## src/core/bpr_pkg.sv

```systemverilog
// bpr_pkg: constants, state types and the parity function shared by the
// bus parity and reset-exit logic.
// assumes one bus clock; all bus pins are active low and pulled high when idle.
package bpr_pkg;

	// bus widths
	localparam int          REQ_TYPE_W      = 5;              // transaction type lines
	localparam int          RSP_STATUS_W    = 3;              // response status lines
	localparam int          FETCH_ADDR_W    = 32;             // power-on vector width

	// values after reset exit
	localparam logic [31:0] RESET_VECTOR    = 32'h0fff_fff0;  // first fetch address
	localparam logic [4:0]  REQ_TYPE_IDLE   = 5'h1f;          // type lines released
	localparam logic [2:0]  RSP_STATUS_IDLE = 3'h7;           // status lines released

	// counts of cycles
	localparam int          SELFTEST_CYCLES = 64;             // default self-test length
	localparam int          REQ_PHASES      = 2;              // clocks a type is driven

	// reset-exit sequence
	typedef enum logic [2:0] {
		ST_HOLD,      // system reset active, outputs released
		ST_SELFTEST,  // built-in self-test running
		ST_FETCH,     // issue first fetch at the vector
		ST_RUN,       // normal operation
		ST_FLOAT      // outputs held in high impedance by strap
	} bpr_state_t;

	// request drive phases
	typedef enum logic [1:0] {
		RQ_IDLE,      // not driving a request
		RQ_A,         // first clock: strobe plus first type
		RQ_B          // second clock: second type
	} bpr_req_t;

	// parity over up to eight active-low lines; unused upper bits are passed
	// as ones so they add no low line. high when the count of lows is even.
	function automatic logic bpr_parity(input logic [7:0] sig_n);
		bpr_parity = ~(^(~sig_n));
	endfunction : bpr_parity

endpackage : bpr_pkg

```

## src/core/bpr_bus_agent.sv

```systemverilog
// bpr_bus_agent: request/response parity generation and checking for one
// system bus agent, plus the exit from system reset.
// assumes bus pins are synchronous to clk_in, that arbitration outside grants
// bus_owner_in, and that a pin wire resolves as wired-low from the enables.
//
// Operation
// - self-test strap at release, float strap clear, runs self-test first
// - fetching always starts at the reset vector
// - float strap keeps every output undriven
// - requester drives parity over strobe and type
// - parity high for even count of lows
// - all lines high gives parity high
// - status lines driven only as response agent
// - response parity driven with status, covers status
// - compatibility reset pin is ignored entirely
// - idle status implies parity seen high
// - owner drives type lines for two clocks
// - system reset releases outputs within one clock
// - straps latched as system reset releases
`timescale 1ns/1ps
module bpr_bus_agent #(
	parameter int SELFTEST_LEN = bpr_pkg::SELFTEST_CYCLES  // self-test length in clocks
) (
	// clock and reset
	input  wire logic                              clk_in,
	input  wire logic                              reset_in,
	// reset pins and straps
	input  wire logic                              sys_reset_n_in,
	input  wire logic                              selftest_req_n_in,
	input  wire logic                              float_cfg_n_in,
	input  wire logic                              unused_compat_pin_in,
	// address strobe pin
	input  wire logic                              address_strobe_n_in,
	output logic                                   address_strobe_n_out,
	output logic                                   address_strobe_n_oe_out,
	// transaction type pins
	input  wire logic [bpr_pkg::REQ_TYPE_W-1:0]    req_type_n_in,
	output logic      [bpr_pkg::REQ_TYPE_W-1:0]    req_type_n_out,
	output logic                                   req_type_n_oe_out,
	// request parity pin
	input  wire logic                              request_parity_n_in,
	output logic                                   request_parity_n_out,
	output logic                                   request_parity_n_oe_out,
	// response status pins
	input  wire logic [bpr_pkg::RSP_STATUS_W-1:0]  response_status_n_in,
	output logic      [bpr_pkg::RSP_STATUS_W-1:0]  response_status_n_out,
	output logic                                   response_status_n_oe_out,
	// response parity pin
	input  wire logic                              response_parity_n_in,
	output logic                                   response_parity_n_out,
	output logic                                   response_parity_n_oe_out,
	// request port from the core
	input  wire logic                              bus_owner_in,
	input  wire logic                              req_valid_in,
	input  wire logic [bpr_pkg::REQ_TYPE_W-1:0]    req_type_a_in,
	input  wire logic [bpr_pkg::REQ_TYPE_W-1:0]    req_type_b_in,
	output logic                                   req_ready_out,
	// response port from the core
	input  wire logic                              rsp_agent_in,
	input  wire logic                              rsp_valid_in,
	input  wire logic [bpr_pkg::RSP_STATUS_W-1:0]  rsp_status_in,
	// reset-exit status
	output logic                                   self_test_run_out,
	output logic                                   fetch_start_out,
	output logic      [bpr_pkg::FETCH_ADDR_W-1:0]  fetch_addr_out,
	output logic                                   float_mode_out,
	// parity errors
	output logic                                   req_parity_err_out,
	output logic                                   rsp_parity_err_out
);

	// reset-exit state
	bpr_pkg::bpr_state_t                 state_ff;       // sequence state
	bpr_pkg::bpr_state_t                 nxt_state;
	logic                                sys_rst_ff;     // system reset seen last cycle
	logic                                selftest_ff;    // strap held while self-test runs
	logic                                float_ff;       // strap held while floated
	logic                                nxt_selftest;
	logic                                nxt_float;
	logic [15:0]                         st_cnt_ff;      // self-test cycle count
	logic [15:0]                         nxt_st_cnt;
	logic                                fetch_ff;       // one-cycle fetch start
	logic [bpr_pkg::FETCH_ADDR_W-1:0]    fetch_addr_ff;  // vector held for the core
	// request drive state
	bpr_pkg::bpr_req_t                   rq_ff;
	bpr_pkg::bpr_req_t                   nxt_rq;
	logic [bpr_pkg::REQ_TYPE_W-1:0]      type_b_ff;      // second type held for phase b
	logic                                ads_n_ff;
	logic [bpr_pkg::REQ_TYPE_W-1:0]      type_n_ff;
	logic                                req_oe_ff;
	logic                                rp_n_ff;
	logic                                nxt_ads_n;
	logic [bpr_pkg::REQ_TYPE_W-1:0]      nxt_type_n;
	logic                                nxt_req_oe;
	logic                                req_ready_ff;
	logic                                as_oe_ff;       // strobe pin driven low
	// response drive state
	logic [bpr_pkg::RSP_STATUS_W-1:0]    rs_n_ff;
	logic                                rsp_oe_ff;
	logic                                rsp_par_ff;
	logic [bpr_pkg::RSP_STATUS_W-1:0]    nxt_rs_n;
	logic                                nxt_rsp_oe;
	// checking
	logic                                ads_seen_ff;    // strobe was low last cycle
	logic                                running;        // first fetch or normal operation
	logic                                sys_rst_act;    // system reset active now
	logic                                release_edge;   // active-to-inactive transition
	logic                                st_done;
	logic                                take_req;
	logic                                req_chk_en;
	logic                                rsp_chk_en;
	// decode of reset pin and state
	assign sys_rst_act  = ~sys_reset_n_in;
	assign release_edge = sys_rst_ff & sys_reset_n_in;
	assign running      = (state_ff == bpr_pkg::ST_RUN) | (state_ff == bpr_pkg::ST_FETCH);
	assign st_done      = (st_cnt_ff == 16'(SELFTEST_LEN - 1));
	// the compatibility reset pin has no load anywhere in this block
	// straps are caught only on the release cycle, otherwise held
	assign nxt_selftest = release_edge ? ~selftest_req_n_in : selftest_ff;
	assign nxt_float    = release_edge ? ~float_cfg_n_in    : float_ff;
	// reset-exit sequence
	always_comb
	begin
		nxt_state  = state_ff;
		nxt_st_cnt = 16'h0000;
		case (state_ff)
			bpr_pkg::ST_HOLD:
			begin
				if (release_edge & ~float_cfg_n_in)
					nxt_state = bpr_pkg::ST_FLOAT;
				else if (release_edge & ~selftest_req_n_in)
					nxt_state = bpr_pkg::ST_SELFTEST;
				else if (release_edge)
					nxt_state = bpr_pkg::ST_FETCH;
			end
			bpr_pkg::ST_SELFTEST:
			begin
				nxt_st_cnt = st_cnt_ff + 16'h0001;
				if (st_done)
					nxt_state = bpr_pkg::ST_FETCH;
			end
			bpr_pkg::ST_FETCH:
				nxt_state = bpr_pkg::ST_RUN;
			bpr_pkg::ST_RUN, bpr_pkg::ST_FLOAT:
				nxt_state = state_ff;
			default:
				nxt_state = bpr_pkg::ST_HOLD;
		endcase
		// system reset overrides every state
		if (sys_rst_act)
			nxt_state = bpr_pkg::ST_HOLD;
	end

	// state, straps and fetch start
	always_ff @(posedge clk_in or posedge reset_in)
	begin
		if (reset_in)
		begin
			state_ff      <= bpr_pkg::ST_HOLD;
			sys_rst_ff    <= 1'b0;
			selftest_ff   <= 1'b0;
			float_ff      <= 1'b0;
			st_cnt_ff     <= 16'h0000;
			fetch_ff      <= 1'b0;
			fetch_addr_ff <= '0;
		end
		else
		begin
			state_ff      <= nxt_state;
			sys_rst_ff    <= sys_rst_act;
			selftest_ff   <= nxt_selftest & (nxt_state == bpr_pkg::ST_SELFTEST);
			float_ff      <= nxt_float & (nxt_state == bpr_pkg::ST_FLOAT);
			st_cnt_ff     <= nxt_st_cnt;
			fetch_ff      <= (nxt_state == bpr_pkg::ST_FETCH);
			fetch_addr_ff <= bpr_pkg::RESET_VECTOR;
		end
	end

	// request sequencing: strobe on the first clock, type for two clocks
	assign take_req = req_ready_ff & req_valid_in & bus_owner_in;
	always_comb
	begin
		nxt_rq     = bpr_pkg::RQ_IDLE;
		nxt_ads_n  = 1'b1;
		nxt_type_n = bpr_pkg::REQ_TYPE_IDLE;
		nxt_req_oe = 1'b0;
		case (rq_ff)
			bpr_pkg::RQ_IDLE:
			begin
				if (take_req)
				begin
					nxt_rq     = bpr_pkg::RQ_A;
					nxt_ads_n  = 1'b0;
					nxt_type_n = ~req_type_a_in;
					nxt_req_oe = 1'b1;
				end
			end
			bpr_pkg::RQ_A:
			begin
				nxt_rq     = bpr_pkg::RQ_B;
				nxt_type_n = ~type_b_ff;
				nxt_req_oe = 1'b1;
			end
			default:
				nxt_rq = bpr_pkg::RQ_IDLE;  // phase b ends the request
		endcase
		// reset or float drops the drive at once, cutting a request short
		if (sys_rst_act | ~running)
		begin
			nxt_rq     = bpr_pkg::RQ_IDLE;
			nxt_ads_n  = 1'b1;
			nxt_type_n = bpr_pkg::REQ_TYPE_IDLE;
			nxt_req_oe = 1'b0;
		end
	end

	// response drive: status and parity for one clock, only as response agent
	assign nxt_rsp_oe = rsp_valid_in & rsp_agent_in & running & ~sys_rst_act;
	assign nxt_rs_n   = nxt_rsp_oe ? ~rsp_status_in : bpr_pkg::RSP_STATUS_IDLE;

	// pin registers; parity is taken from the same next values it covers
	always_ff @(posedge clk_in or posedge reset_in)
	begin
		if (reset_in)
		begin
			rq_ff        <= bpr_pkg::RQ_IDLE;
			type_b_ff    <= '0;
			ads_n_ff     <= 1'b1;
			type_n_ff    <= bpr_pkg::REQ_TYPE_IDLE;
			req_oe_ff    <= 1'b0;
			rp_n_ff      <= 1'b1;
			req_ready_ff <= 1'b0;
			as_oe_ff     <= 1'b0;
			rs_n_ff      <= bpr_pkg::RSP_STATUS_IDLE;
			rsp_oe_ff    <= 1'b0;
			rsp_par_ff   <= 1'b1;
			ads_seen_ff  <= 1'b0;
		end
		else
		begin
			rq_ff        <= nxt_rq;
			type_b_ff    <= take_req ? req_type_b_in : type_b_ff;
			ads_n_ff     <= nxt_ads_n;
			type_n_ff    <= nxt_type_n;
			req_oe_ff    <= nxt_req_oe;
			rp_n_ff      <= bpr_pkg::bpr_parity({2'b11, nxt_ads_n, nxt_type_n});
			req_ready_ff <= (nxt_rq == bpr_pkg::RQ_IDLE) & (nxt_state == bpr_pkg::ST_RUN);
			as_oe_ff     <= nxt_req_oe & ~nxt_ads_n;
			rs_n_ff      <= nxt_rs_n;
			rsp_oe_ff    <= nxt_rsp_oe;
			rsp_par_ff   <= bpr_pkg::bpr_parity({5'h1f, nxt_rs_n});
			ads_seen_ff  <= ~address_strobe_n_in;
		end
	end

	// request parity is valid on the strobe clock and the one after it;
	// response parity is checked every clock of ST_RUN since idle lines carry good parity
	assign req_chk_en = (state_ff == bpr_pkg::ST_RUN) & (~address_strobe_n_in | ads_seen_ff);
	assign rsp_chk_en = (state_ff == bpr_pkg::ST_RUN);
	// request parity check over strobe and all type lines
	bpr_par_check #(.W (bpr_pkg::REQ_TYPE_W + 1)) u_req_chk (
		.clk_in      (clk_in),
		.reset_in    (reset_in),
		.check_en_in (req_chk_en),
		.sig_n_in    ({address_strobe_n_in, req_type_n_in}),
		.par_n_in    (request_parity_n_in),
		.err_out     (req_parity_err_out)
	);

	// response parity check over the status lines
	bpr_par_check #(.W (bpr_pkg::RSP_STATUS_W)) u_rsp_chk (
		.clk_in      (clk_in),
		.reset_in    (reset_in),
		.check_en_in (rsp_chk_en),
		.sig_n_in    (response_status_n_in),
		.par_n_in    (response_parity_n_in),
		.err_out     (rsp_parity_err_out)
	);

	// outputs, all from registers
	assign address_strobe_n_out     = ads_n_ff;
	assign address_strobe_n_oe_out  = as_oe_ff;
	assign req_type_n_out           = type_n_ff;
	assign req_type_n_oe_out        = req_oe_ff;
	assign request_parity_n_out     = rp_n_ff;
	assign request_parity_n_oe_out  = req_oe_ff;
	assign response_status_n_out    = rs_n_ff;
	assign response_status_n_oe_out = rsp_oe_ff;
	assign response_parity_n_out    = rsp_par_ff;
	assign response_parity_n_oe_out = rsp_oe_ff;
	assign req_ready_out            = req_ready_ff;
	assign self_test_run_out        = selftest_ff;
	assign fetch_start_out          = fetch_ff;
	assign fetch_addr_out           = fetch_addr_ff;
	assign float_mode_out           = float_ff;

endmodule : bpr_bus_agent

```

## src/core/bpr_par_check.sv

```systemverilog
// bpr_par_check: recomputes parity over received active-low lines and flags
// a one-cycle error when the received parity line disagrees.
// assumes the lines are synchronous to clk_in and at most eight wide.
`timescale 1ns/1ps
module bpr_par_check #(
	parameter int W = 3                         // covered lines
) (
	// clock and reset
	input  wire logic         clk_in,
	input  wire logic         reset_in,
	// sampled bus lines
	input  wire logic         check_en_in,     // lines are valid this cycle
	input  wire logic [W-1:0] sig_n_in,        // covered lines
	input  wire logic         par_n_in,        // received parity line
	// result
	output logic              err_out          // one-cycle parity error
);

	logic       err_ff;                         // registered mismatch
	logic       nxt_err;                        // mismatch this cycle
	logic [7:0] padded_n;                       // lines padded with ones
	logic       expect_par;                     // parity the lines imply

	// padding with ones leaves the count of low lines unchanged
	assign padded_n   = {{(8 - W){1'b1}}, sig_n_in};
	assign expect_par = bpr_pkg::bpr_parity(padded_n);
	assign nxt_err    = check_en_in & (expect_par != par_n_in);
	assign err_out    = err_ff;

	// error flag lasts one cycle per bad sample
	always_ff @(posedge clk_in or posedge reset_in)
	begin
		if (reset_in)
			err_ff <= 1'b0;
		else
			err_ff <= nxt_err;
	end

endmodule : bpr_par_check

```

## config.mk

```make
export PLATFORM = sky130hd
export DESIGN_NAME = bpr_bus_agent
export DESIGN_NICKNAME = d
export VERILOG_FILES = /design/src/core/bpr_pkg.sv /design/src/core/bpr_bus_agent.sv /design/src/core/bpr_par_check.sv
export SDC_FILE = /design/constraint.sdc
export NUM_CORES = 1
export LEC_CHECK = 0
export BUFFER_PORTS_ARGS = -buffer_cell sky130_fd_sc_hd__buf_4
export CAP_MARGIN = 30
export CELL_PAD_IN_SITES_DETAIL_PLACEMENT = 0
export CELL_PAD_IN_SITES_GLOBAL_PLACEMENT = 1
export CORE_MARGIN = 4
export CORE_UTILIZATION = 35
export DETAILED_ROUTE_END_ITERATION = 7
export MAX_ROUTING_LAYER = met4
export PLACE_DENSITY = 0.81
export SYNTH_ARGS = -nofsm -noshare
export SYNTH_HDL_FRONTEND = slang
export SYNTH_SLANG_ARGS = --single-unit
```

## constraint.sdc

```tcl
create_clock -name clk_in -period 2.7 [get_ports clk_in]
set_clock_uncertainty 0.05 [all_clocks]
set_input_delay 0.675 -clock clk_in [delete_from_list [all_inputs] [get_ports clk_in]]
set_output_delay 0.675 -clock clk_in [all_outputs]
set_load 0.02 [all_outputs]
```

==> reports/results.ini, run 1 <==
[status]
outcome=complete, no violations

[logic_synthesis]
ys_types=47
yosysTopAreaCell=dfrtp_1
synth_top_area_frac=0.383
synth_area_sq_um=2480
synthTopCellsByArea=dfrtp_1, dfstp_2, buf_4
async_flop_share=1.00
yosysMostFrequentCell=dfrtp_1
ys_warn_count=0
synth_edf_count=0
syn_inst=233
synthTopCellsByCount=dfrtp_1, buf_4, nor2_1
ys_seq_area_frac=0.499
synth_seq_cells=49
ys.flop_type=dfrtp_1
syn_area_per_cell_sq_um=10.7

[timing]
fmax_mhz=497
final_critical_path_setup_slack_ps=690
hold_ws_ps=415
hold_viol=0
setup_viol=0
grt_setup_unrepaired=false
layout_worst_path_cycle_share=0.745
relSlewSlack=0.589
fin_setup_tns_ps=0
slew_viol_final=0
worst_slew_pin_slew_ps=616
period_minus_slack_ps=2010

[finish]
drive_gt1_frac=0.377
n_antenna_cell=0
area_growth_pct=22.7
fin_nets=323

[worst_setup_path]
cp.depth=1
crit_type=flip-flop to output pin
crit_required_ps=1980
cp_top_family=flip-flops
cp_slowest_cell=dfrtp_1
slowest_delay_ps=730
worstPathBufferInverterCount=1
start_kind=flip-flop
arrival_ps=1290
end_kind=output pin
reg2regPathDepth=4
path_max_fanout=24
cp_cell_sequence=buf_4

[grt]
antenna_found_initial=0
grt_pass1_wl_microns=8170
grt_use_total=0.124
grt_pass1_vias=1679
grt.overflow.total=0
grt_max_degree=50

[place]
place_congestion=0.777
port_buffers=78
hpwlAfterDp_microns=3620
dp_slack_ps=707

[cts]
cts_hold_buf=0
cts_buffers=5
cts.path.max_buffers=2
cts_sinks=49
ctsResizeCount=0
cts_tree=built
cts_root_buf=clkbuf_8
htree_levels=2
path_clk_slew_ps=90
insertion_delay_ps=300
postCtsSetupBuffers=0

[floorplanning]
die_area_sq_um=8510
die_x_microns=92.2
start_util=0.364
num_rows=30
die_y_microns=92.2
boundaryPins=88
core_area_sq_um=6830

[route]
wl_microns=4780
vias=1725
wire_per_inst_microns=12.4
antenna_left=0
first_pass_iters=4
drt_iter0_drc=99
vias_per_cell=4.48
drc=0

[power_and_ir_drop]
switching_share=0.235
power_mw=1.50
p_clk_frac=0.358
p_sw_uw=353
seq_power_share=0.511
leakagePower_nw=1.43
pwr-share-comb=0.131
p_int_mw=1.15
ir_drop_mv=0.203
powerDensity_nw_per_um2=493

[flow_run]
maxCapViolCount=0

[min_path]
min_path_cells=1
hold_path_class=flip-flop to flip-flop

power by group through the flow:
stage                     sequential [mW]  combinational (mW)  clock, mW
after global routing                0.771               0.216      0.593
after global placement              0.781               0.198          0
after floorplan                     0.780               0.146          0
after detailed placement            0.782               0.200          0
final                               0.767               0.197      0.538
after CTS                           0.768               0.201      0.555
through the flow:
step / util / cell area, sq um / std cells
4_1_cts: 0.446 / 3050 / 385
3_5_place_dp: 0.429 / 2930 / 377
2_1_floorplan: - / 2510 / 240
3_3_place_gp: 0.429 / 2930 / 377
5_1_grt: 0.446 / 3050 / 385
6_report: 0.446 / 3050 / 385
metal layers:
layer	part of all wire	track usage
met5	0	-
met4	0.015	0.0483
met3	0.083	0.0402
met2	0.47	0.191
met1	0.43	0.151
worst reg2reg max path, stage by stage, from the launching register on:
cell     delay [ps]
dfrtp_1         460
inv_2            50
or3_1           630
o22ai_1         330
and3b_1         240
logic make-up after synthesis:
kind of cell / share of synthesized area
AO/OA/AOI/OAI: 0.0589
XOR/XNOR: 0.104
adder cells (fa/ha/maj): 0.00504
buffers and inverters: 0.132
flip-flops: 0.499
multiplexers: 0.0267
other: 0.00302
AND/OR/NAND/NOR: 0.170
cell usage in the layout, fill, tap and decap left out, drive strengths merged, types with 4 or more instances in the layout:
master	instances
nor2	22
nor4	7
mux2	5
inv	10
a22oi	4
and3b	4
dfrtp	38
nand3	4
xnor2	20
buf	79
nand4	5
nand2	21
conb	9
xor2	7
dfstp	11
clkbuf	7
layout make-up:
| cell class | count | area (sq um) |
|---|---|---|
| multi-input combinational | 143 | 941 |
| tap | 96 | 120 |
| clock inverter | 1 | 30.0 |
| clock buffer | 7 | 86.3 |
| fill | 692 | 3780 |
| inverter | 10 | 37.5 |
| timing repair buffer | 79 | 593 |
| sequential | 49 | 1240 |
sequential cells by signal, indices dropped and copies added, names as in the netlist, 2 cells and up:
signal	cells
response_status_n_out	3
state_ff	3
st_cnt_ff	16
rq_ff	2
type_b_ff	5
req_type_n_out	5
path summary, 6_finish.rpt:
check,from,to,slack (ps)
worst min-delay path,type_b_ff[1],req_type_n_out[1],410
min in group asynchronous,reset_in,response_parity_n_oe_out,470
max in group asynchronous,reset_in,st_cnt_ff[0],1700
worst max register to register,state_ff[0],fetch_start_out,870
worst min register to register,type_b_ff[1],req_type_n_out[1],410
worst max-delay path,fetch_addr_out[4],fetch_addr_out[15],690
Note: power is estimated with default switching activity, not from simulation.
==> run 2, diff against run 1 <==
Settings changed: CORE_UTILIZATION 35 to 34, PLACE_DENSITY 0.81 to 0.82.
Clock period 2.7 ns to 1.66 ns, I/O delays scaled along.
==> run 2 against run 1 <==
Effect of this change:
- combinational power is 69% higher
- hold slack got worse by 320 ps
- clock power increased by 70%
- sequential cell count is the same
- sequential power is 63% higher
- total power grew 66%
- critical path type is now flip-flop to flip-flop
- worst setup slack got worse by 590 ps
- via count rose by 1.4%
- global-route usage decreased by 0.22 points
- largest power group unchanged
- first-iteration DRC count fell by 41%
==> reports/results.ini, run 2 (synthesized netlist as in run 1, its figures left out) <==
[finish]
final_common_cell=buf_4  ; unchanged
n_antenna_cell=0  ; unchanged
fin_nets=335  ; was 323
layoutNonFillerInstCount=397  ; was 385
final_area_sq_um=3190  ; was 3050 sq um
regMostFlops=st_cnt_ff  ; unchanged
fillCellCount=663  ; was 692
area_growth_pct=28.3  ; was 22.7%
final_util=0.459  ; was 0.446
drive_gt1_frac=0.415  ; was 0.377
layout_common_cells=buf_4, dfrtp_1, nor2_1, nand2_1, xnor2_1  ; unchanged
largest_reg_flops=16  ; unchanged

[timing]
final_critical_path_setup_slack_ps=96.4  ; was 690 ps
hold_ws_ps=92.8  ; was 415 ps
slew_viol_final=0  ; unchanged
setup_viol=0  ; unchanged
layout_worst_path_cycle_share=0.942
fmax_mhz=640
hold_viol=0  ; unchanged
period_minus_slack_ps=1560
fin_setup_tns_ps=0  ; unchanged
grt_setup_unrepaired=true  ; was false

[floorplanning]
core_area_sq_um=6940  ; was 6830 sq um
boundaryPins=88  ; unchanged
die_y_microns=93.5  ; was 92.2 microns
die_area_sq_um=8740  ; was 8510 sq um
start_util=0.358  ; was 0.364
num_rows=30  ; unchanged
die_x_microns=93.5  ; was 92.2 microns

[power_and_ir_drop]
power_mw=2.50  ; was 1.50 mW
powerDensity_nw_per_um2=785  ; was 493 nW/um^2
leakagePower_nw=1.51  ; was 1.43 nW
ir_drop_mv=0.448  ; was 0.203 mV

[min_path]
hold_path_class=primary input to async pin  ; was flip-flop to flip-flop

[route]
first_pass_iters=3  ; was 4
wire_per_inst_microns=12.4  ; about the same
drt_iter0_drc=58  ; was 99
antenna_left=0  ; unchanged
drc=0  ; unchanged
vias=1749  ; was 1725
vias_per_cell=4.41  ; was 4.48
wl_microns=4930  ; was 4780 microns

[cts]
path_clk_slew_ps=90  ; about the same
cts.path.max_buffers=2  ; unchanged
cts_buffers=5  ; unchanged
insertion_delay_ps=300  ; about the same
htree_levels=2  ; unchanged
cts_sinks=49  ; unchanged
cts_tree=built  ; unchanged
cts_root_buf=clkbuf_8  ; unchanged
cts_hold_buf=0  ; unchanged

[worst_setup_path]
start_kind=flip-flop  ; unchanged
r2r_setup_slack_ps=100  ; was 870 ps
arrival_ps=1750  ; was 1290 ps
path_max_fanout=8  ; was 24
end_kind=flip-flop  ; was output pin
crit_required_ps=1840  ; was 1980 ps
crit_type=flip-flop to flip-flop  ; was flip-flop to output pin

[place]
dp_slack_ps=85.9  ; was 707 ps
dp.cells=387  ; was 377
dpl_cell_area_sq_um=3030  ; was 2930 sq um
place_congestion=0.778  ; was 0.777
hpwlAfterDp_microns=3790  ; was 3620 microns
port_buffers=78  ; unchanged

[flow_run]
maxCapViolCount=0  ; unchanged

[grt]
grt_pass1_vias=1750  ; was 1679
grt_max_degree=50  ; unchanged
grt_use_total=0.122  ; was 0.124
grt_pass1_wl_microns=8210  ; was 8170 microns
antenna_found_initial=0  ; unchanged
grt.overflow.total=0  ; unchanged

[status]
outcome=complete, no violations  ; unchanged

-- run 2: cell types whose count changed in the layout (fill, tap and decap cells not counted), sizes merged --
cell	change
clkbuf	-1
buf	+12
inv	+1
-- run 2: timing repair --
item                                    CTS  global route
gates resized for setup                   1             3
pin swaps                                 0             1
endpoints found under the setup margin   24             6
cloned                                    0             0
setup buffers                             0             2
-- run 2: worst max-delay path: stages, from the launching register on --
cell	delay, ps
dfrtp_1	480
and4bb_4	420
and3b_1	260
a32oi_1	110
xnor2_1	190
-- run 2: area by class of cell --
| type | count | area, sq um | share of cell area |
|---|---|---|---|
| Clock buffer | 6 | 82.6 | 0.0259 |
| Clock inverter | 2 | 41.3 | 0.0130 |
| Inverter | 10 | 37.5 | 0.0118 |
| Multi-Input combinational cell | 143 | 953 | 0.299 |
| Sequential cell | 49 | 1240 | 0.390 |
| Tap cell | 96 | 120 | 0.0377 |
| Timing Repair Buffer | 91 | 708 | 0.222 |
-- run 2: worst paths after layout --
kind                                            end  cells past startpoint             start
max reg2reg                    request_parity_n_out                      4       state_ff[2]
min in group clk_in        response_status_n_out[2]                      2  rsp_status_in[2]
min reg2reg                       req_type_n_out[4]                      1      type_b_ff[4]
max                            request_parity_n_out                      4       state_ff[2]
max in group asynchronous         req_type_n_out[3]                      3          reset_in
min                        response_parity_n_oe_out                      3          reset_in
-- run 2: power by group --
group | internal, mW | switching (mW) | total, mW
clock | 0.501 | 0.416 | 0.917
combinational | 0.170 | 0.162 | 0.333
sequential | 1.22 | 0.0312 | 1.25
total | 1.89 | 0.610 | 2.50
-- run 2: layer usage --
metal | share of wire | vias up | track usage
met5 | 0 | - | -
met3 | 0.091 | 2 | 0.0467
met1 | 0.41 | 819 | 0.136
met2 | 0.50 | 59 | 0.205
met4 | 0.0039 | 0 | 0.0293
li1 | - | 869 | -
==> run 3, diff against run 2 <==
Settings changed: ABC_AREA set to 1, CORE_UTILIZATION 34 to 33.
==> run 3 against run 2 <==
Effect of this change:
- final cell count increased by 14%
- critical path depth down 3
- count of clock-buffer cells in the layout down 1
- non-clock buffer count decreased by 4
- sequential share of layout area is 0.29 points lower
- critical path type is now flip-flop to output pin
==> reports/results.ini, run 3 <==
[min_path]
hold_path_class=primary input to async pin  ; unchanged

[route]
first_pass_iters=4  ; was 3
wire_per_inst_microns=10.3  ; was 12.4 microns
drc=0  ; unchanged
vias_per_cell=4.25  ; was 4.41
wl_microns=4640  ; was 4930 microns
antenna_left=0  ; unchanged
vias=1919  ; was 1749
drt_iter0_drc=91  ; was 58

[logic_synthesis]
ys_warn_count=0  ; unchanged
async_flop_share=1.00  ; unchanged
synthTopCellsByCount=nand2_1, dfrtp_1, buf_4, inv_1, nor2_1  ; was dfrtp_1, buf_4, nor2_1
synth_top_area_frac=0.380  ; was 0.383
synth_seq_cells=49  ; unchanged
synth_area_sq_um=2500  ; was 2480 sq um
yosysMostFrequentCell=nand2_1  ; was dfrtp_1
syn_inst=284  ; was 233
ys.flop_type=dfrtp_1  ; unchanged
yosysTopAreaCell=dfrtp_1  ; unchanged
ys_seq_area_frac=0.495  ; was 0.499
ys_types=30  ; was 47
syn_area_per_cell_sq_um=8.82  ; was 10.7 sq um
synthTopCellsByArea=dfrtp_1, dfstp_2, buf_4  ; unchanged
synth_edf_count=0  ; unchanged

[timing]
fmax_mhz=643  ; was 640 MHz
setup_viol=0  ; unchanged
final_critical_path_setup_slack_ps=104  ; was 96.4 ps
layout_worst_path_cycle_share=0.937  ; was 0.942
hold_viol=0  ; unchanged
hold_ws_ps=3.75  ; was 92.8 ps
slew_viol_final=0  ; unchanged
fin_setup_tns_ps=0  ; unchanged
grt_setup_unrepaired=true  ; unchanged
period_minus_slack_ps=1560  ; about the same

[cts]
cts_tree=built  ; unchanged
cts_buffers=5  ; unchanged
path_clk_slew_ps=90  ; about the same
htree_levels=2  ; unchanged
insertion_delay_ps=300  ; about the same
cts.path.max_buffers=2  ; unchanged
cts_hold_buf=0  ; unchanged
cts_sinks=49  ; unchanged
cts_root_buf=clkbuf_8  ; unchanged

[worst_setup_path]
cp_cell_sequence=buf_4  ; was and4bb_4 > and3b_1 > a32oi_1 > xnor2_1
cp_slowest_cell=dfrtp_2  ; was dfrtp_1
reg2reg_to=st_cnt_ff[14]  ; was request_parity_n_out
crit_type=flip-flop to output pin  ; was flip-flop to flip-flop
rr_startpoint=st_cnt_ff[0]  ; was state_ff[2]
worstPathBufferInverterCount=1  ; was 0
arrival_ps=1090  ; was 1750 ps
cp_top_family=flip-flops  ; was simple AND/OR/NAND/NOR gates
start_kind=flip-flop  ; unchanged
reg2regPathDepth=7  ; was 4
path_max_fanout=24  ; was 8
crit_required_ps=1190  ; was 1840 ps
end_kind=output pin  ; was flip-flop
slowest_delay_ps=580  ; was 480 ps
r2r_setup_slack_ps=160  ; was 100 ps

[finish]
drive_gt1_frac=0.395  ; was 0.415
regMostFlops=st_cnt_ff  ; unchanged
fin_nets=386  ; was 335
n_antenna_cell=0  ; unchanged
largest_reg_flops=16  ; unchanged
layout_common_cells=buf_4, nand2_1, dfrtp_1, inv_1, nor2_1  ; was buf_4, dfrtp_1, nor2_1, nand2_1, xnor2_1
fillCellCount=727  ; was 663
final_common_cell=buf_4  ; unchanged
final_area_sq_um=3200  ; was 3190 sq um
area_growth_pct=27.9  ; was 28.3%

[power_and_ir_drop]
powerDensity_nw_per_um2=785  ; about the same
leakagePower_nw=1.63  ; was 1.51 nW
ir_drop_mv=0.343  ; was 0.448 mV

[floorplanning]
core_area_sq_um=7330  ; was 6940 sq um
die_area_sq_um=9050  ; was 8740 sq um
die_x_microns=95.1  ; was 93.5 microns
num_rows=31  ; was 30
die_y_microns=95.1  ; was 93.5 microns
boundaryPins=88  ; unchanged
start_util=0.342  ; was 0.358

[grt]
antenna_found_initial=0  ; unchanged
grt_use_total=0.108  ; was 0.122
grt_max_degree=38  ; was 50
grt_pass1_wl_microns=7420  ; was 8210 microns
grt.overflow.total=0  ; unchanged
grt_pass1_vias=1792  ; was 1750

[place]
place_congestion=0.774  ; was 0.778
port_buffers=78  ; unchanged
dpl_cell_area_sq_um=3050  ; was 3030 sq um
hpwlAfterDp_microns=3690  ; was 3790 microns
dp_slack_ps=116  ; was 85.9 ps

[flow_run]
maxCapViolCount=0  ; unchanged

[status]
outcome=complete, no violations  ; unchanged

[run 3: changes by cell type in the layout (fill, tap and decap cells not counted), moves of 4 or more]
cell / delta
a21oi_1: +10
inv_2: +4
nor2_2: +5
nor4_1: -5
inv_1: +23
nand2_1: +36
o21ai_0: +7
xnor2_1: -13
nand2_2: +7
[run 3: layer usage]
layer,GRT usage,wire length (microns),share of wire,vias up
met5,-,0,0,-
met4,0.0433,77,0.017,0
met3,0.0268,371,0.080,6
met2,0.183,2240,0.48,69
met1,0.122,1950,0.42,877
li1,-,-,-,967
[run 3: area by class of cell]
class                      instances  area, sq um  area share
sequential                        49         1240       0.387
multi-input combinational        171          922       0.288
timing repair buffer              87          666       0.208
inverter                          37          139      0.0433
tap                               99          124      0.0387
clock buffer                       5         68.8      0.0215
clock inverter                     3         43.8      0.0137
[run 3: report_power, final]
group / switching [mW] / internal [mW]
combinational: 0.207 / 0.182
clock: 0.401 / 0.452
sequential: 0.0333 / 1.24
[run 3: cell families (layout without fill, tap and decap cells)]
kind of cell	Yosys count	count (layout)	synth area share
simple gates	119	119	0.224
buf+inv	71	132	0.156
flops	49	49	0.495
compound gates	25	25	0.0529
xor+xnor	12	12	0.0420
mux	5	5	0.0225
other cells	2	9	0.00300
fa+ha+maj	1	1	0.00499
[run 3: through the flow]
stage	total power, mW	cells	utilization
2_1_floorplan	1.56	291	-
3_3_place_gp	1.67	441	0.417
3_5_place_dp	1.68	441	0.417
4_1_cts	2.55	449	0.432
5_1_grt	2.65	451	0.437
6_report	2.51	451	0.437
[run 3: repair_timing]
item | in CTS | in global routing
endpoints found under the setup margin | 24 | 4
pin swaps | 0 | 1
endpoints found under the hold margin | 0 | 0
gates resized for setup | 1 | 6
buffers inserted | 0 | 2
[run 3: how the worst max path moves through the flow]
stage | depth (start not counted) | from | to
final | 1 | fetch_addr_out[4] | fetch_addr_out[5]
after CTS | 1 | fetch_addr_out[4] | fetch_addr_out[5]
after global routing | 11 | state_ff[2] | request_parity_n_out
after detailed placement | 7 | st_cnt_ff[0] | st_cnt_ff[14]
after global placement | 8 | bus_owner_in | request_parity_n_out
after floorplan | 1 | reset_in | address_strobe_n_oe_out
